`src/shared/srl_pkg.sv`:
```
// Package with register map, field positions and timing constants of the set-reset latch unit
package srl_pkg;
    localparam int unsigned ADDR_W            = 4;
    localparam int unsigned DATA_W            = 32;
    // Register byte addresses
    localparam logic [3:0]  CTRL0_ADDR        = 4'h0;
    localparam logic [3:0]  CTRL1_ADDR        = 4'h4;
    localparam logic [3:0]  STATUS_ADDR       = 4'h8;
    // Control zero fields
    localparam int unsigned C0_MASTER_EN      = 7;
    localparam int unsigned C0_DIV_HI         = 6;
    localparam int unsigned C0_DIV_LO         = 4;
    localparam int unsigned C0_TRUE_OE        = 3;
    localparam int unsigned C0_INV_OE         = 2;
    localparam int unsigned C0_SOFT_SET       = 1;
    localparam int unsigned C0_SOFT_RST       = 0;
    // Control one fields
    localparam int unsigned C1_SET_SOFT       = 7;
    localparam int unsigned C1_SET_PULSE      = 6;
    localparam int unsigned C1_SET_CMP2       = 5;
    localparam int unsigned C1_SET_CMP1       = 4;
    localparam int unsigned C1_RST_SOFT       = 3;
    localparam int unsigned C1_RST_PULSE      = 2;
    localparam int unsigned C1_RST_CMP2       = 1;
    localparam int unsigned C1_RST_CMP1       = 0;
    localparam int unsigned C1_SET_PIN        = 8;
    localparam int unsigned C1_RST_PIN        = 9;
    localparam int unsigned C1_CMP1_SYNC      = 10;
    localparam int unsigned C1_CMP2_SYNC      = 11;
    localparam int unsigned CTRL0_W           = 8;
    localparam int unsigned CTRL1_W           = 12;
    localparam logic [7:0]  CTRL0_RESET       = 8'h00;
    localparam logic [11:0] CTRL1_RESET       = 12'h000;
    // Status fields
    localparam int unsigned ST_TRUE           = 0;
    localparam int unsigned ST_INV            = 1;
    // Pulse divider: code 0 divides by 4, each code doubles
    localparam int unsigned DIV_W             = 3;
    localparam int unsigned DIV_CNT_W         = 9;
    localparam int unsigned DIV_BASE_SHIFT    = 2;
    // AXI responses
    localparam logic [1:0]  RESP_OKAY         = 2'h0;
    localparam logic [1:0]  RESP_SLVERR       = 2'h2;
endpackage : srl_pkg

```
`src/verilog/srl_sync2.sv`:
```
// Two-flop synchroniser for asynchronous single-bit inputs
`timescale 1ns/1ps
module srl_sync2 (
    input  wire logic clk,
    input  wire logic reset,
    input  wire logic din,
    output logic      dout
);
    logic meta_ff;
    logic nxt_meta;
    logic sync_ff;
    logic nxt_sync;

    always_comb begin
        nxt_meta = din;
        nxt_sync = meta_ff;
    end

    always_ff @(posedge clk) begin
        if (reset) begin
            meta_ff <= 1'b0;
            sync_ff <= 1'b0;
        end else begin
            meta_ff <= nxt_meta;
            sync_ff <= nxt_sync;
        end
    end

    assign dout = sync_ff;
endmodule : srl_sync2

```
`src/verilog/srl_pulse_gen.sv`:
```
// Free-running divider giving one-cycle pulses every 4 to 512 clocks
`timescale 1ns/1ps
module srl_pulse_gen (
    input  wire logic                           clk,
    input  wire logic                           reset,
    input  wire logic [srl_pkg::DIV_W-1:0]      div_sel,
    output logic                                pulse
);
    logic [srl_pkg::DIV_CNT_W-1:0] cnt_ff;
    logic [srl_pkg::DIV_CNT_W-1:0] nxt_cnt;
    logic [srl_pkg::DIV_CNT_W-1:0] wrap_val;
    logic                          pulse_ff;
    logic                          nxt_pulse;

    always_comb begin
        wrap_val = srl_pkg::DIV_CNT_W'((1 << (int'(div_sel) + srl_pkg::DIV_BASE_SHIFT)) - 1);
        // Counter at or past the wrap value after a code change also wraps, so no long stall
        if (cnt_ff >= wrap_val) begin
            nxt_cnt   = '0;
            nxt_pulse = 1'b1;
        end else begin
            nxt_cnt   = cnt_ff + 1'b1;
            nxt_pulse = 1'b0;
        end
    end

    always_ff @(posedge clk) begin
        if (reset) begin
            cnt_ff   <= '0;
            pulse_ff <= 1'b0;
        end else begin
            cnt_ff   <= nxt_cnt;
            pulse_ff <= nxt_pulse;
        end
    end

    assign pulse = pulse_ff;
endmodule : srl_pulse_gen

```
`src/verilog/srl_latch_unit.sv`:
```
// Set-reset latch unit with selectable sources, pin outputs and AXI4-Lite registers
// Operation
// - One latch, many inputs, true and inverted
// - Inputs active high, latch needs no clock (here a flop clocked by clk)
// - Soft, comparators, pin, pulse select set/reset
// - Reset wins when set and reset high
// - Soft pulse bits self clear after acting
// - Comparator inputs optionally timer-synchronised
// - Three-bit divider, separate set/reset pulse enables
// - Independent enables route both outputs to pins
// - Pulse one cycle, every 4th to 512th
// - Latch state not forced at reset
// - Master enable off disables latch and pins
//
// The implementer's own choices: the AXI4-Lite slave port and the placing of the registers.
`timescale 1ns/1ps
module srl_latch_unit (
    input  wire logic        clk,
    input  wire logic        reset,
    input  wire logic [3:0]  s_axi_awaddr,
    input  wire logic        s_axi_awvalid,
    output logic             s_axi_awready,
    input  wire logic [31:0] s_axi_wdata,
    input  wire logic [3:0]  s_axi_wstrb,
    input  wire logic        s_axi_wvalid,
    output logic             s_axi_wready,
    output logic [1:0]       s_axi_bresp,
    output logic             s_axi_bvalid,
    input  wire logic        s_axi_bready,
    input  wire logic [3:0]  s_axi_araddr,
    input  wire logic        s_axi_arvalid,
    output logic             s_axi_arready,
    output logic [31:0]      s_axi_rdata,
    output logic [1:0]       s_axi_rresp,
    output logic             s_axi_rvalid,
    input  wire logic        s_axi_rready,
    input  wire logic        cmp_one_out,
    input  wire logic        cmp_two_out,
    input  wire logic        timer_one_clk_en,
    input  wire logic        latch_ext_input_pin,
    output logic             latch_true_pin,
    output logic             latch_true_pin_oe,
    output logic             latch_inv_pin,
    output logic             latch_inv_pin_oe
);
    // Sync map: 0 comparator one, 1 comparator two, 2 latch input pin, 3 timer tick
    localparam int unsigned N_ASYNC = 4;
    logic [7:0]  ctrl0_ff;
    logic [7:0]  nxt_ctrl0;
    logic [11:0] ctrl1_ff;
    logic [11:0] nxt_ctrl1;
    logic        soft_set_pulse_ff;
    logic        nxt_soft_set_pulse;
    logic        soft_reset_pulse_ff;
    logic        nxt_soft_reset_pulse;
    logic        aw_held_ff;
    logic        nxt_aw_held;
    logic [3:0]  aw_addr_ff;
    logic [3:0]  nxt_aw_addr;
    logic        w_held_ff;
    logic        nxt_w_held;
    logic [31:0] w_data_ff;
    logic [31:0] nxt_w_data;
    logic [3:0]  w_strb_ff;
    logic [3:0]  nxt_w_strb;
    logic        bvalid_ff;
    logic        nxt_bvalid;
    logic [1:0]  bresp_ff;
    logic [1:0]  nxt_bresp;
    logic        rvalid_ff;
    logic        nxt_rvalid;
    logic [31:0] rdata_ff;
    logic [31:0] nxt_rdata;
    logic [1:0]  rresp_ff;
    logic [1:0]  nxt_rresp;
    logic        cmp1_sync_ff;
    logic        nxt_cmp1_sync;
    logic        cmp2_sync_ff;
    logic        nxt_cmp2_sync;
    logic        latch_q_ff;
    logic        nxt_latch_q;
    logic        true_pin_ff;
    logic        nxt_true_pin;
    logic        true_oe_ff;
    logic        nxt_true_oe;
    logic        inv_pin_ff;
    logic        nxt_inv_pin;
    logic        inv_oe_ff;
    logic        nxt_inv_oe;
    logic        awready_ff;
    logic        nxt_awready;
    logic        wready_ff;
    logic        nxt_wready;
    logic        arready_ff;
    logic        nxt_arready;
    logic [N_ASYNC-1:0] async_in;
    logic [N_ASYNC-1:0] async_sync;
    logic        cmp1_meta;
    logic        cmp2_meta;
    logic        pin_meta;
    logic        timer_en_meta;
    logic        periodic_pulse;
    logic        cmp_one_synced_out;
    logic        cmp_two_synced_out;
    logic        set_in;
    logic        reset_in;
    logic        do_write;
    logic [31:0] wr_mask;

    // Every asynchronous outside input (comparators, latch input pin, timer tick) passes two flops before use
    assign async_in = {timer_one_clk_en, latch_ext_input_pin, cmp_two_out, cmp_one_out};
    for (genvar g = 0; g < N_ASYNC; g++) begin : g_sync
        srl_sync2 u_sync (
            .clk   (clk),
            .reset (reset),
            .din   (async_in[g]),
            .dout  (async_sync[g])
        );
    end
    assign cmp1_meta     = async_sync[0];
    assign cmp2_meta     = async_sync[1];
    assign pin_meta      = async_sync[2];
    assign timer_en_meta = async_sync[3];

    srl_pulse_gen u_pulse (
        .clk     (clk),
        .reset   (reset),
        .div_sel (ctrl0_ff[srl_pkg::C0_DIV_HI:srl_pkg::C0_DIV_LO]),
        .pulse   (periodic_pulse)
    );

    // Comparator path: direct, or resampled on general timer one clock ticks
    always_comb begin
        nxt_cmp1_sync = timer_en_meta ? cmp1_meta : cmp1_sync_ff;
        nxt_cmp2_sync = timer_en_meta ? cmp2_meta : cmp2_sync_ff;
        cmp_one_synced_out = ctrl1_ff[srl_pkg::C1_CMP1_SYNC] ? cmp1_sync_ff : cmp1_meta;
        cmp_two_synced_out = ctrl1_ff[srl_pkg::C1_CMP2_SYNC] ? cmp2_sync_ff : cmp2_meta;
    end

    // Source selection, all active high
    always_comb begin
        set_in = (ctrl1_ff[srl_pkg::C1_SET_SOFT]  & soft_set_pulse_ff)
               | (ctrl1_ff[srl_pkg::C1_SET_PULSE] & periodic_pulse)
               | (ctrl1_ff[srl_pkg::C1_SET_CMP1]  & cmp_one_synced_out)
               | (ctrl1_ff[srl_pkg::C1_SET_CMP2]  & cmp_two_synced_out)
               | (ctrl1_ff[srl_pkg::C1_SET_PIN]   & pin_meta);
        reset_in = (ctrl1_ff[srl_pkg::C1_RST_SOFT]  & soft_reset_pulse_ff)
                 | (ctrl1_ff[srl_pkg::C1_RST_PULSE] & periodic_pulse)
                 | (ctrl1_ff[srl_pkg::C1_RST_CMP1]  & cmp_one_synced_out)
                 | (ctrl1_ff[srl_pkg::C1_RST_CMP2]  & cmp_two_synced_out)
                 | (ctrl1_ff[srl_pkg::C1_RST_PIN]   & pin_meta);
    end

    // Latch modelled as a flop so it stays synthesizable; it holds without a clock edge in intent
    always_comb begin
        nxt_latch_q = latch_q_ff;
        if (ctrl0_ff[srl_pkg::C0_MASTER_EN]) begin
            if (reset_in) begin
                nxt_latch_q = 1'b0;
            end else if (set_in) begin
                nxt_latch_q = 1'b1;
            end
        end
        nxt_true_pin = latch_q_ff;
        nxt_inv_pin  = ~latch_q_ff;
        nxt_true_oe  = ctrl0_ff[srl_pkg::C0_MASTER_EN] & ctrl0_ff[srl_pkg::C0_TRUE_OE];
        nxt_inv_oe   = ctrl0_ff[srl_pkg::C0_MASTER_EN] & ctrl0_ff[srl_pkg::C0_INV_OE];
    end

    // Latch state has no reset; firmware must initialise it
    always_ff @(posedge clk) begin
        latch_q_ff <= nxt_latch_q;
    end

    // AXI4-Lite write and read channels plus control registers
    always_comb begin
        nxt_aw_held = aw_held_ff;
        nxt_aw_addr = aw_addr_ff;
        nxt_w_held  = w_held_ff;
        nxt_w_data  = w_data_ff;
        nxt_w_strb  = w_strb_ff;
        nxt_bvalid  = bvalid_ff;
        nxt_bresp   = bresp_ff;
        nxt_rvalid  = rvalid_ff;
        nxt_rdata   = rdata_ff;
        nxt_rresp   = rresp_ff;
        nxt_ctrl0   = ctrl0_ff;
        nxt_ctrl1   = ctrl1_ff;
        // Soft pulses last one cycle, then clear themselves
        nxt_soft_set_pulse   = 1'b0;
        nxt_soft_reset_pulse = 1'b0;
        wr_mask = {{8{w_strb_ff[3]}}, {8{w_strb_ff[2]}}, {8{w_strb_ff[1]}}, {8{w_strb_ff[0]}}};
        if (s_axi_awvalid && !aw_held_ff) begin
            nxt_aw_held = 1'b1;
            nxt_aw_addr = s_axi_awaddr;
        end
        if (s_axi_wvalid && !w_held_ff) begin
            nxt_w_held = 1'b1;
            nxt_w_data = s_axi_wdata;
            nxt_w_strb = s_axi_wstrb;
        end
        do_write = aw_held_ff && w_held_ff && !bvalid_ff;
        if (do_write) begin
            nxt_aw_held = 1'b0;
            nxt_w_held  = 1'b0;
            nxt_bvalid  = 1'b1;
            nxt_bresp   = srl_pkg::RESP_OKAY;
            case (aw_addr_ff)
                srl_pkg::CTRL0_ADDR: begin
                    nxt_ctrl0 = (ctrl0_ff & ~wr_mask[7:0]) | (w_data_ff[7:0] & wr_mask[7:0]);
                    nxt_ctrl0[srl_pkg::C0_SOFT_SET] = 1'b0;
                    nxt_ctrl0[srl_pkg::C0_SOFT_RST] = 1'b0;
                    nxt_soft_set_pulse   = wr_mask[srl_pkg::C0_SOFT_SET] & w_data_ff[srl_pkg::C0_SOFT_SET];
                    nxt_soft_reset_pulse = wr_mask[srl_pkg::C0_SOFT_RST] & w_data_ff[srl_pkg::C0_SOFT_RST];
                end
                srl_pkg::CTRL1_ADDR: begin
                    nxt_ctrl1 = (ctrl1_ff & ~wr_mask[11:0]) | (w_data_ff[11:0] & wr_mask[11:0]);
                end
                srl_pkg::STATUS_ADDR: begin
                    nxt_bresp = srl_pkg::RESP_OKAY;
                end
                default: begin
                    nxt_bresp = srl_pkg::RESP_SLVERR;
                end
            endcase
        end
        if (bvalid_ff && s_axi_bready) begin
            nxt_bvalid = 1'b0;
        end
        if (s_axi_arvalid && !rvalid_ff) begin
            nxt_rvalid = 1'b1;
            nxt_rresp  = srl_pkg::RESP_OKAY;
            nxt_rdata  = '0;
            case (s_axi_araddr)
                srl_pkg::CTRL0_ADDR:  nxt_rdata[7:0]  = ctrl0_ff;   // Pulse bits always read zero
                srl_pkg::CTRL1_ADDR:  nxt_rdata[11:0] = ctrl1_ff;
                srl_pkg::STATUS_ADDR: begin
                    nxt_rdata[srl_pkg::ST_TRUE] = latch_q_ff;
                    nxt_rdata[srl_pkg::ST_INV]  = ~latch_q_ff;
                end
                default:              nxt_rresp = srl_pkg::RESP_SLVERR;
            endcase
        end else if (rvalid_ff && s_axi_rready) begin
            nxt_rvalid = 1'b0;
        end
        // Ready kept in its own flop so the port leaves a register; awready and wready are the inverse of the held flags, arready of rvalid
        nxt_awready = ~nxt_aw_held;
        nxt_wready  = ~nxt_w_held;
        nxt_arready = ~nxt_rvalid;
    end

    always_ff @(posedge clk) begin
        if (reset) begin
            ctrl0_ff            <= srl_pkg::CTRL0_RESET;
            ctrl1_ff            <= srl_pkg::CTRL1_RESET;
            soft_set_pulse_ff   <= 1'b0;
            soft_reset_pulse_ff <= 1'b0;
            aw_held_ff          <= 1'b0;
            aw_addr_ff          <= '0;
            w_held_ff           <= 1'b0;
            w_data_ff           <= '0;
            w_strb_ff           <= '0;
            bvalid_ff           <= 1'b0;
            bresp_ff            <= srl_pkg::RESP_OKAY;
            rvalid_ff           <= 1'b0;
            rdata_ff            <= '0;
            rresp_ff            <= srl_pkg::RESP_OKAY;
            cmp1_sync_ff        <= 1'b0;
            cmp2_sync_ff        <= 1'b0;
            true_pin_ff         <= 1'b0;
            true_oe_ff          <= 1'b0;
            inv_pin_ff          <= 1'b0;
            inv_oe_ff           <= 1'b0;
            awready_ff          <= 1'b1;
            wready_ff           <= 1'b1;
            arready_ff          <= 1'b1;
        end else begin
            ctrl0_ff            <= nxt_ctrl0;
            ctrl1_ff            <= nxt_ctrl1;
            soft_set_pulse_ff   <= nxt_soft_set_pulse;
            soft_reset_pulse_ff <= nxt_soft_reset_pulse;
            aw_held_ff          <= nxt_aw_held;
            aw_addr_ff          <= nxt_aw_addr;
            w_held_ff           <= nxt_w_held;
            w_data_ff           <= nxt_w_data;
            w_strb_ff           <= nxt_w_strb;
            bvalid_ff           <= nxt_bvalid;
            bresp_ff            <= nxt_bresp;
            rvalid_ff           <= nxt_rvalid;
            rdata_ff            <= nxt_rdata;
            rresp_ff            <= nxt_rresp;
            cmp1_sync_ff        <= nxt_cmp1_sync;
            cmp2_sync_ff        <= nxt_cmp2_sync;
            true_pin_ff         <= nxt_true_pin;
            true_oe_ff          <= nxt_true_oe;
            inv_pin_ff          <= nxt_inv_pin;
            inv_oe_ff           <= nxt_inv_oe;
            awready_ff          <= nxt_awready;
            wready_ff           <= nxt_wready;
            arready_ff          <= nxt_arready;
        end
    end

    // One write at a time keeps the slave simple
    assign s_axi_awready     = awready_ff;
    assign s_axi_wready      = wready_ff;
    assign s_axi_bvalid      = bvalid_ff;
    assign s_axi_bresp       = bresp_ff;
    assign s_axi_arready     = arready_ff;
    assign s_axi_rvalid      = rvalid_ff;
    assign s_axi_rdata       = rdata_ff;
    assign s_axi_rresp       = rresp_ff;
    assign latch_true_pin    = true_pin_ff;
    assign latch_true_pin_oe = true_oe_ff;
    assign latch_inv_pin     = inv_pin_ff;
    assign latch_inv_pin_oe  = inv_oe_ff;
endmodule : srl_latch_unit

```
`config.mk`:
```
export PLATFORM = sky130hd
export DESIGN_NAME = srl_latch_unit
export DESIGN_NICKNAME = d
export VERILOG_FILES = /design/src/shared/srl_pkg.sv /design/src/verilog/srl_sync2.sv /design/src/verilog/srl_pulse_gen.sv /design/src/verilog/srl_latch_unit.sv
export SDC_FILE = /design/constraint.sdc
export NUM_CORES = 1
export LEC_CHECK = 0
export BUFFER_PORTS_ARGS = -buffer_cell sky130_fd_sc_hd__buf_2
export CAP_MARGIN = 20
export CORE_UTILIZATION = 47
export DETAILED_ROUTE_END_ITERATION = 10
export PLACE_DENSITY = 0.76
export SLEW_MARGIN = 5
export SYNTH_ARGS = -nofsm -noshare
export SYNTH_HDL_FRONTEND = slang
export SYNTH_SLANG_ARGS = --single-unit
```
`constraint.sdc`:
```
create_clock -name clk -period 2.9 [get_ports clk]
set_input_delay 0.435 -clock clk [delete_from_list [all_inputs] [get_ports clk]]
set_output_delay 0.435 -clock clk [all_outputs]
set_load 0.02 [all_outputs]
```
# Yosys cells after proc, flatten, opt, wreduce, memory -nomap -nowiden
# Cells that the tools add are included.
# classes
n_addsub,3
n_mul,0
n_div,0
n_lt_le_gt_ge,1
n_eq_ne,4
shift,1
muxes,15
bitwise_logic,36
reduce_logical,22
# op_table
op,count
"1-bit by 32-bit left shift with 9-bit output, first input constant",1
12-bit AND,2
8-bit AND,2
1-bit AND,14
12-bit inverter,1
12-bit OR,1
6-bit one-hot mux with 2 select lines,1
1-bit two-way mux,10
"9-bit by 1-bit adder with 9-bit output, second input constant",1
9-bit greater-or-equal comparator,1
3-bit OR reduction,3
"9-bit by 2-bit subtractor with 9-bit output, second input constant",1
"4-bit by 3-bit == test with 1-bit output, second input constant",2
"4-bit == test, second input constant",2
4-bit logical NOT,2
8-bit inverter,1
1-bit OR,8
8-bit OR,1
1-bit logical AND,7
1-bit inverter,6
2-bit AND reduction,3
"3-bit by 2-bit adder with 4-bit output, second input constant",1
1-bit logical NOT,4
2-bit two-way mux,2
other kinds (4),5
# totals
reg_bits,86
latch_bits,0
mem_bits_rw,0
romBits,0
input_bits,55
output_inout_bits,45
word_cells,116
memories,0

# Longest topological paths before layout
# depth
ltp_word,7
ltp_mapped,13
ltp_nobuf,12

# Hierarchy
# Synthesis repeated with hierarchy kept, for this count alone.
# hier_totals
hier_cells,402
area_unflattened_um2,3756.1
# by_module_without_submodules
mod,instances,cells_per_inst,area_per_inst_um2,seq_area_each_um2
srl_latch_unit,1,303,2767.7,1331.3
srl_pulse_gen,1,83,778.2,200.2
srl_sync2,4,4,52.6,40.0

# Worst setup path after synthesis
# Ideal clock, no wire load.
# synth_path
path_kind,register -> register
start,register with a tool-made name
end,register u_pulse.cnt_ff[1] (netlist bit)
arrival_ps,3109
slack_ps,-282
path_stages_with_launch,13
n_path_buf,1
period_less_slack_ps,3182
path_cell_list,dfxtp_1 inv_1 ha_1 or3_1 ha_1 o21ai_0 xnor2_1 ha_1 a211oi_2 nor2_1 or4_4 buf_6 nor3b_2
# synth_lines
item,line_no,text
to (signal assigned),srl_pulse_gen.sv:32,cnt_ff <= nxt_cnt;
to (decl),srl_pulse_gen.sv:9,logic [srl_pkg::DIV_CNT_W-1:0] cnt_ff;

==> results.sh <==
export IMPL_grt_overflow=0
export IMPL_grt_pass1_vias=2599
export IMPL_rsz0062_at_grt="true"
export IMPL_start_kind="register"
export IMPL_grt_busiest_layer="met2"
export IMPL_cts_tree="done"
export IMPL_first_pass_iters=4
export IMPL_synth_distinct_cells=47
export IMPL_tightest_slew_ns=0.8776
export IMPL_cts_buffers=9
export IMPL_grt_pass1_wl_mm=12.32
export IMPL_drc=0
export IMPL_cap_violations=0
export IMPL_grt_max_degree=46
export IMPL_crit_type="reg2reg"
export IMPL_clk_pin_slew_ns=0.08
export IMPL_min_period_ns=2.817
export IMPL_dp_hpwl_mm=5.186
export IMPL_die_w_um=90.21
export IMPL_gp_congestion=0.7790
export IMPL_numPortBuffers=55
export IMPL_setup_viol_count_final=0
export IMPL_fmax_mhz=355.0
export IMPL_met2_usage_pct=31.23
export IMPL_hold_viol_final=0
export IMPL_fp_dieH_um=90.21
export IMPL_drv_slew=0
export IMPL_clock_skew_ns=0.007248
export IMPL_pre_cts_ws_ns=-0.05125
export IMPL_power_density_nw_per_um2=524.6
export IMPL_area_delta_synth_final_pct=15.87
export IMPL_wl_mm=7.182
export IMPL_hold_ws_ns=0.2936
export IMPL_ir_drop_uv=350.6
export IMPL_core_area_um2=7370
export IMPL_grt_use_total_pct=18.98
export IMPL_ys_flop_type="dfxtp_1"
export IMPL_vias=2772
export IMPL_cts_hold_buf=0
export IMPL_final_util_pct=57.50
export IMPL_synthArstFlopShare_pct=0
export IMPL_postSynthAreaPerCell_um2=9.426
export IMPL_wl_per_cell_um=12.96
export IMPL_start_util_pct=49.63
export IMPL_ys_seq_area_share_pct=46.25
export IMPL_diodes=0
export IMPL_arrival_ns=3.09
export IMPL_power_leakage_nw=1.880
export IMPL_cts_root_buf="clkbuf_8"
export IMPL_hp_class="in2reg"
export IMPL_met1_usage_pct=24.06
export IMPL_synth_edf_count=1
export IMPL_drive_gt1_share_pct=23.96
export IMPL_cts_num_sinks=84
export IMPL_grt_antenna_before_repair=0
export IMPL_max_clock_path_buffers=2
export IMPL_io_pins=100
export IMPL_first_iter_violations=116
export IMPL_clock_latency_ns=0.35
export IMPL_synth_area_um2=3657
export IMPL_min_period_over_period_pct=97.13
export IMPL_yosys_warnings=0
export IMPL_status="complete, no violations"
export IMPL_rows=31
export IMPL_dieArea_um2=8138
export IMPL_relSlewSlack_pct=41.37
export IMPL_cp_required_ns=3.18
export IMPL_crit_fanout=5
export IMPL_n_fill_cell=676
export IMPL_endpoint_kind="register"
export IMPL_met3_usage_pct=4.569
export IMPL_ys_ff_latch=84
export IMPL_htreeDepth=3
export IMPL_layout_setup_ws_ns=0.08320
export IMPL_fin_nets=523
export IMPL_vias_per_cell=5.004
export IMPL_ant_nets=0
export IMPL_syn_inst=388
[worst max-delay path: stages, from the launching register on]
cell	delay, ns
dfxtp_2	0.35
inv_2	0.06
ha_4	0.23
or3_4	0.40
ha_4	0.17
o21ai_2	0.13
xnor2_1	0.13
ha_1	0.27
a211oi_2	0.20
nor2_2	0.08
or4_4	0.55
nor3b_2	0.17
[kinds of logic after synthesis]
logic type | after synthesis | synth area share [%]
AOI/OAI and AO/OA | 48 | 8.758
adders and majority gates | 17 | 5.816
other | 1 | 0.1025
muxes | 32 | 8.827
buffers and inverters | 52 | 7.903
DFF | 84 | 46.25
xor gates and xnor gates | 10 | 2.395
and+or+nand+nor | 144 | 19.95
[path summary, 6_finish.rpt]
check / startpoint / endpoint / slack (ns) / cells after the start
worst min-delay path: latch_ext_input_pin / g_sync[2].u_sync.meta_ff / 0.29 / 2
worst max register to register: register / u_pulse.cnt_ff[1] / 0.08 / 11
worst max-delay path: register / u_pulse.cnt_ff[1] / 0.08 / 11
worst min register to register: g_sync[0].u_sync.meta_ff / g_sync[0].u_sync.dout / 0.45 / 1
[cell usage after synthesis, types with 2 or more instances]
master,number,area [um^2]
dfxtp_1,83,1662
nor2_1,52,195.2
nand2_1,37,138.9
mux2i_1,30,300.3
a21oi_1,24,120.1
buf_4,22,165.2
ha_1,17,212.7
inv_1,13,48.80
clkbuf_1,12,45.04
nor3_1,12,60.06
nor2b_1,11,68.82
nor3_2,8,80.08
xnor2_1,7,61.31
a22oi_1,6,45.04
nand2b_1,4,25.02
nand3_1,4,20.02
a211oi_1,3,22.52
buf_2,3,15.01
o21ai_1,3,15.01
xor2_1,3,26.28
a222oi_1,2,20.02
and2_1,2,12.51
and3_1,2,12.51
mux2_1,2,22.52
o21ai_0,2,10.01
o2bb2ai_1,2,17.52
or3_1,2,12.51
[layer usage]
| layer | wire [um] | up-vias |
|---|---|---|
| li1 | - | 1397 |
| met1 | 3270 | 1278 |
| met2 | 3448 | 88 |
| met3 | 361 | 9 |
| met4 | 102 | 0 |
| met5 | 0 | - |
[what timing repair did]
| action | in CTS | in global routing |
|---|---|---|
| setup buffers | 4 | 1 |
| resized for setup | 11 | 2 |
| endpoints found under the setup margin | 9 | 10 |
| cloned | 1 | 0 |
| pin swaps | 13 | 13 |
[report_power, final]
| part | switching [mW] | total [mW] | internal, mW |
|---|---|---|---|
| Combinational | 0.165 | 0.268 | 0.103 |
| Clock | 0.398 | 0.709 | 0.311 |
| Sequential | 0.0427 | 1.25 | 1.20 |
| Total | 0.606 | 2.22 | 1.62 |
[layout by cell type, fill, tap and decap left out, drive strengths merged, types with 12 or more instances in the layout]
| master | n |
|---|---|
| nor3 | 20 |
| conb | 22 |
| mux2i | 30 |
| dfxtp | 83 |
| nor2 | 52 |
| ha | 17 |
| buf | 69 |
| inv | 14 |
| a21oi | 24 |
| clkbuf | 12 |
| nand2 | 37 |
[through the flow]
step / TNS (ns) / power (mW) / instance area [um^2] / cells
6_report: 0 / 2.223 / 4238 / 554
5_1_grt: -0.07526 / 2.339 / 4238 / 554
4_1_cts: -0.03902 / 2.245 / 4223 / 553
3_5_place_dp: -0.3140 / 1.535 / 3981 / 533
3_3_place_gp: -0.08066 / 1.525 / 3981 / 533
2_1_floorplan: 0 / 1.485 / 3755 / 409
[cell type report]
cell class | instances | area (um^2) | area share, %
clock inverter | 3 | 23.77 | 0.5610
sequential | 84 | 1697 | 40.04
timing repair buffer | 69 | 384.1 | 9.064
clock buffer | 12 | 135.1 | 3.189
multi-input combinational | 274 | 1823 | 43.02
inverter | 13 | 51.30 | 1.211
tap | 99 | 123.9 | 2.923
(Power assumes the default switching activity.)
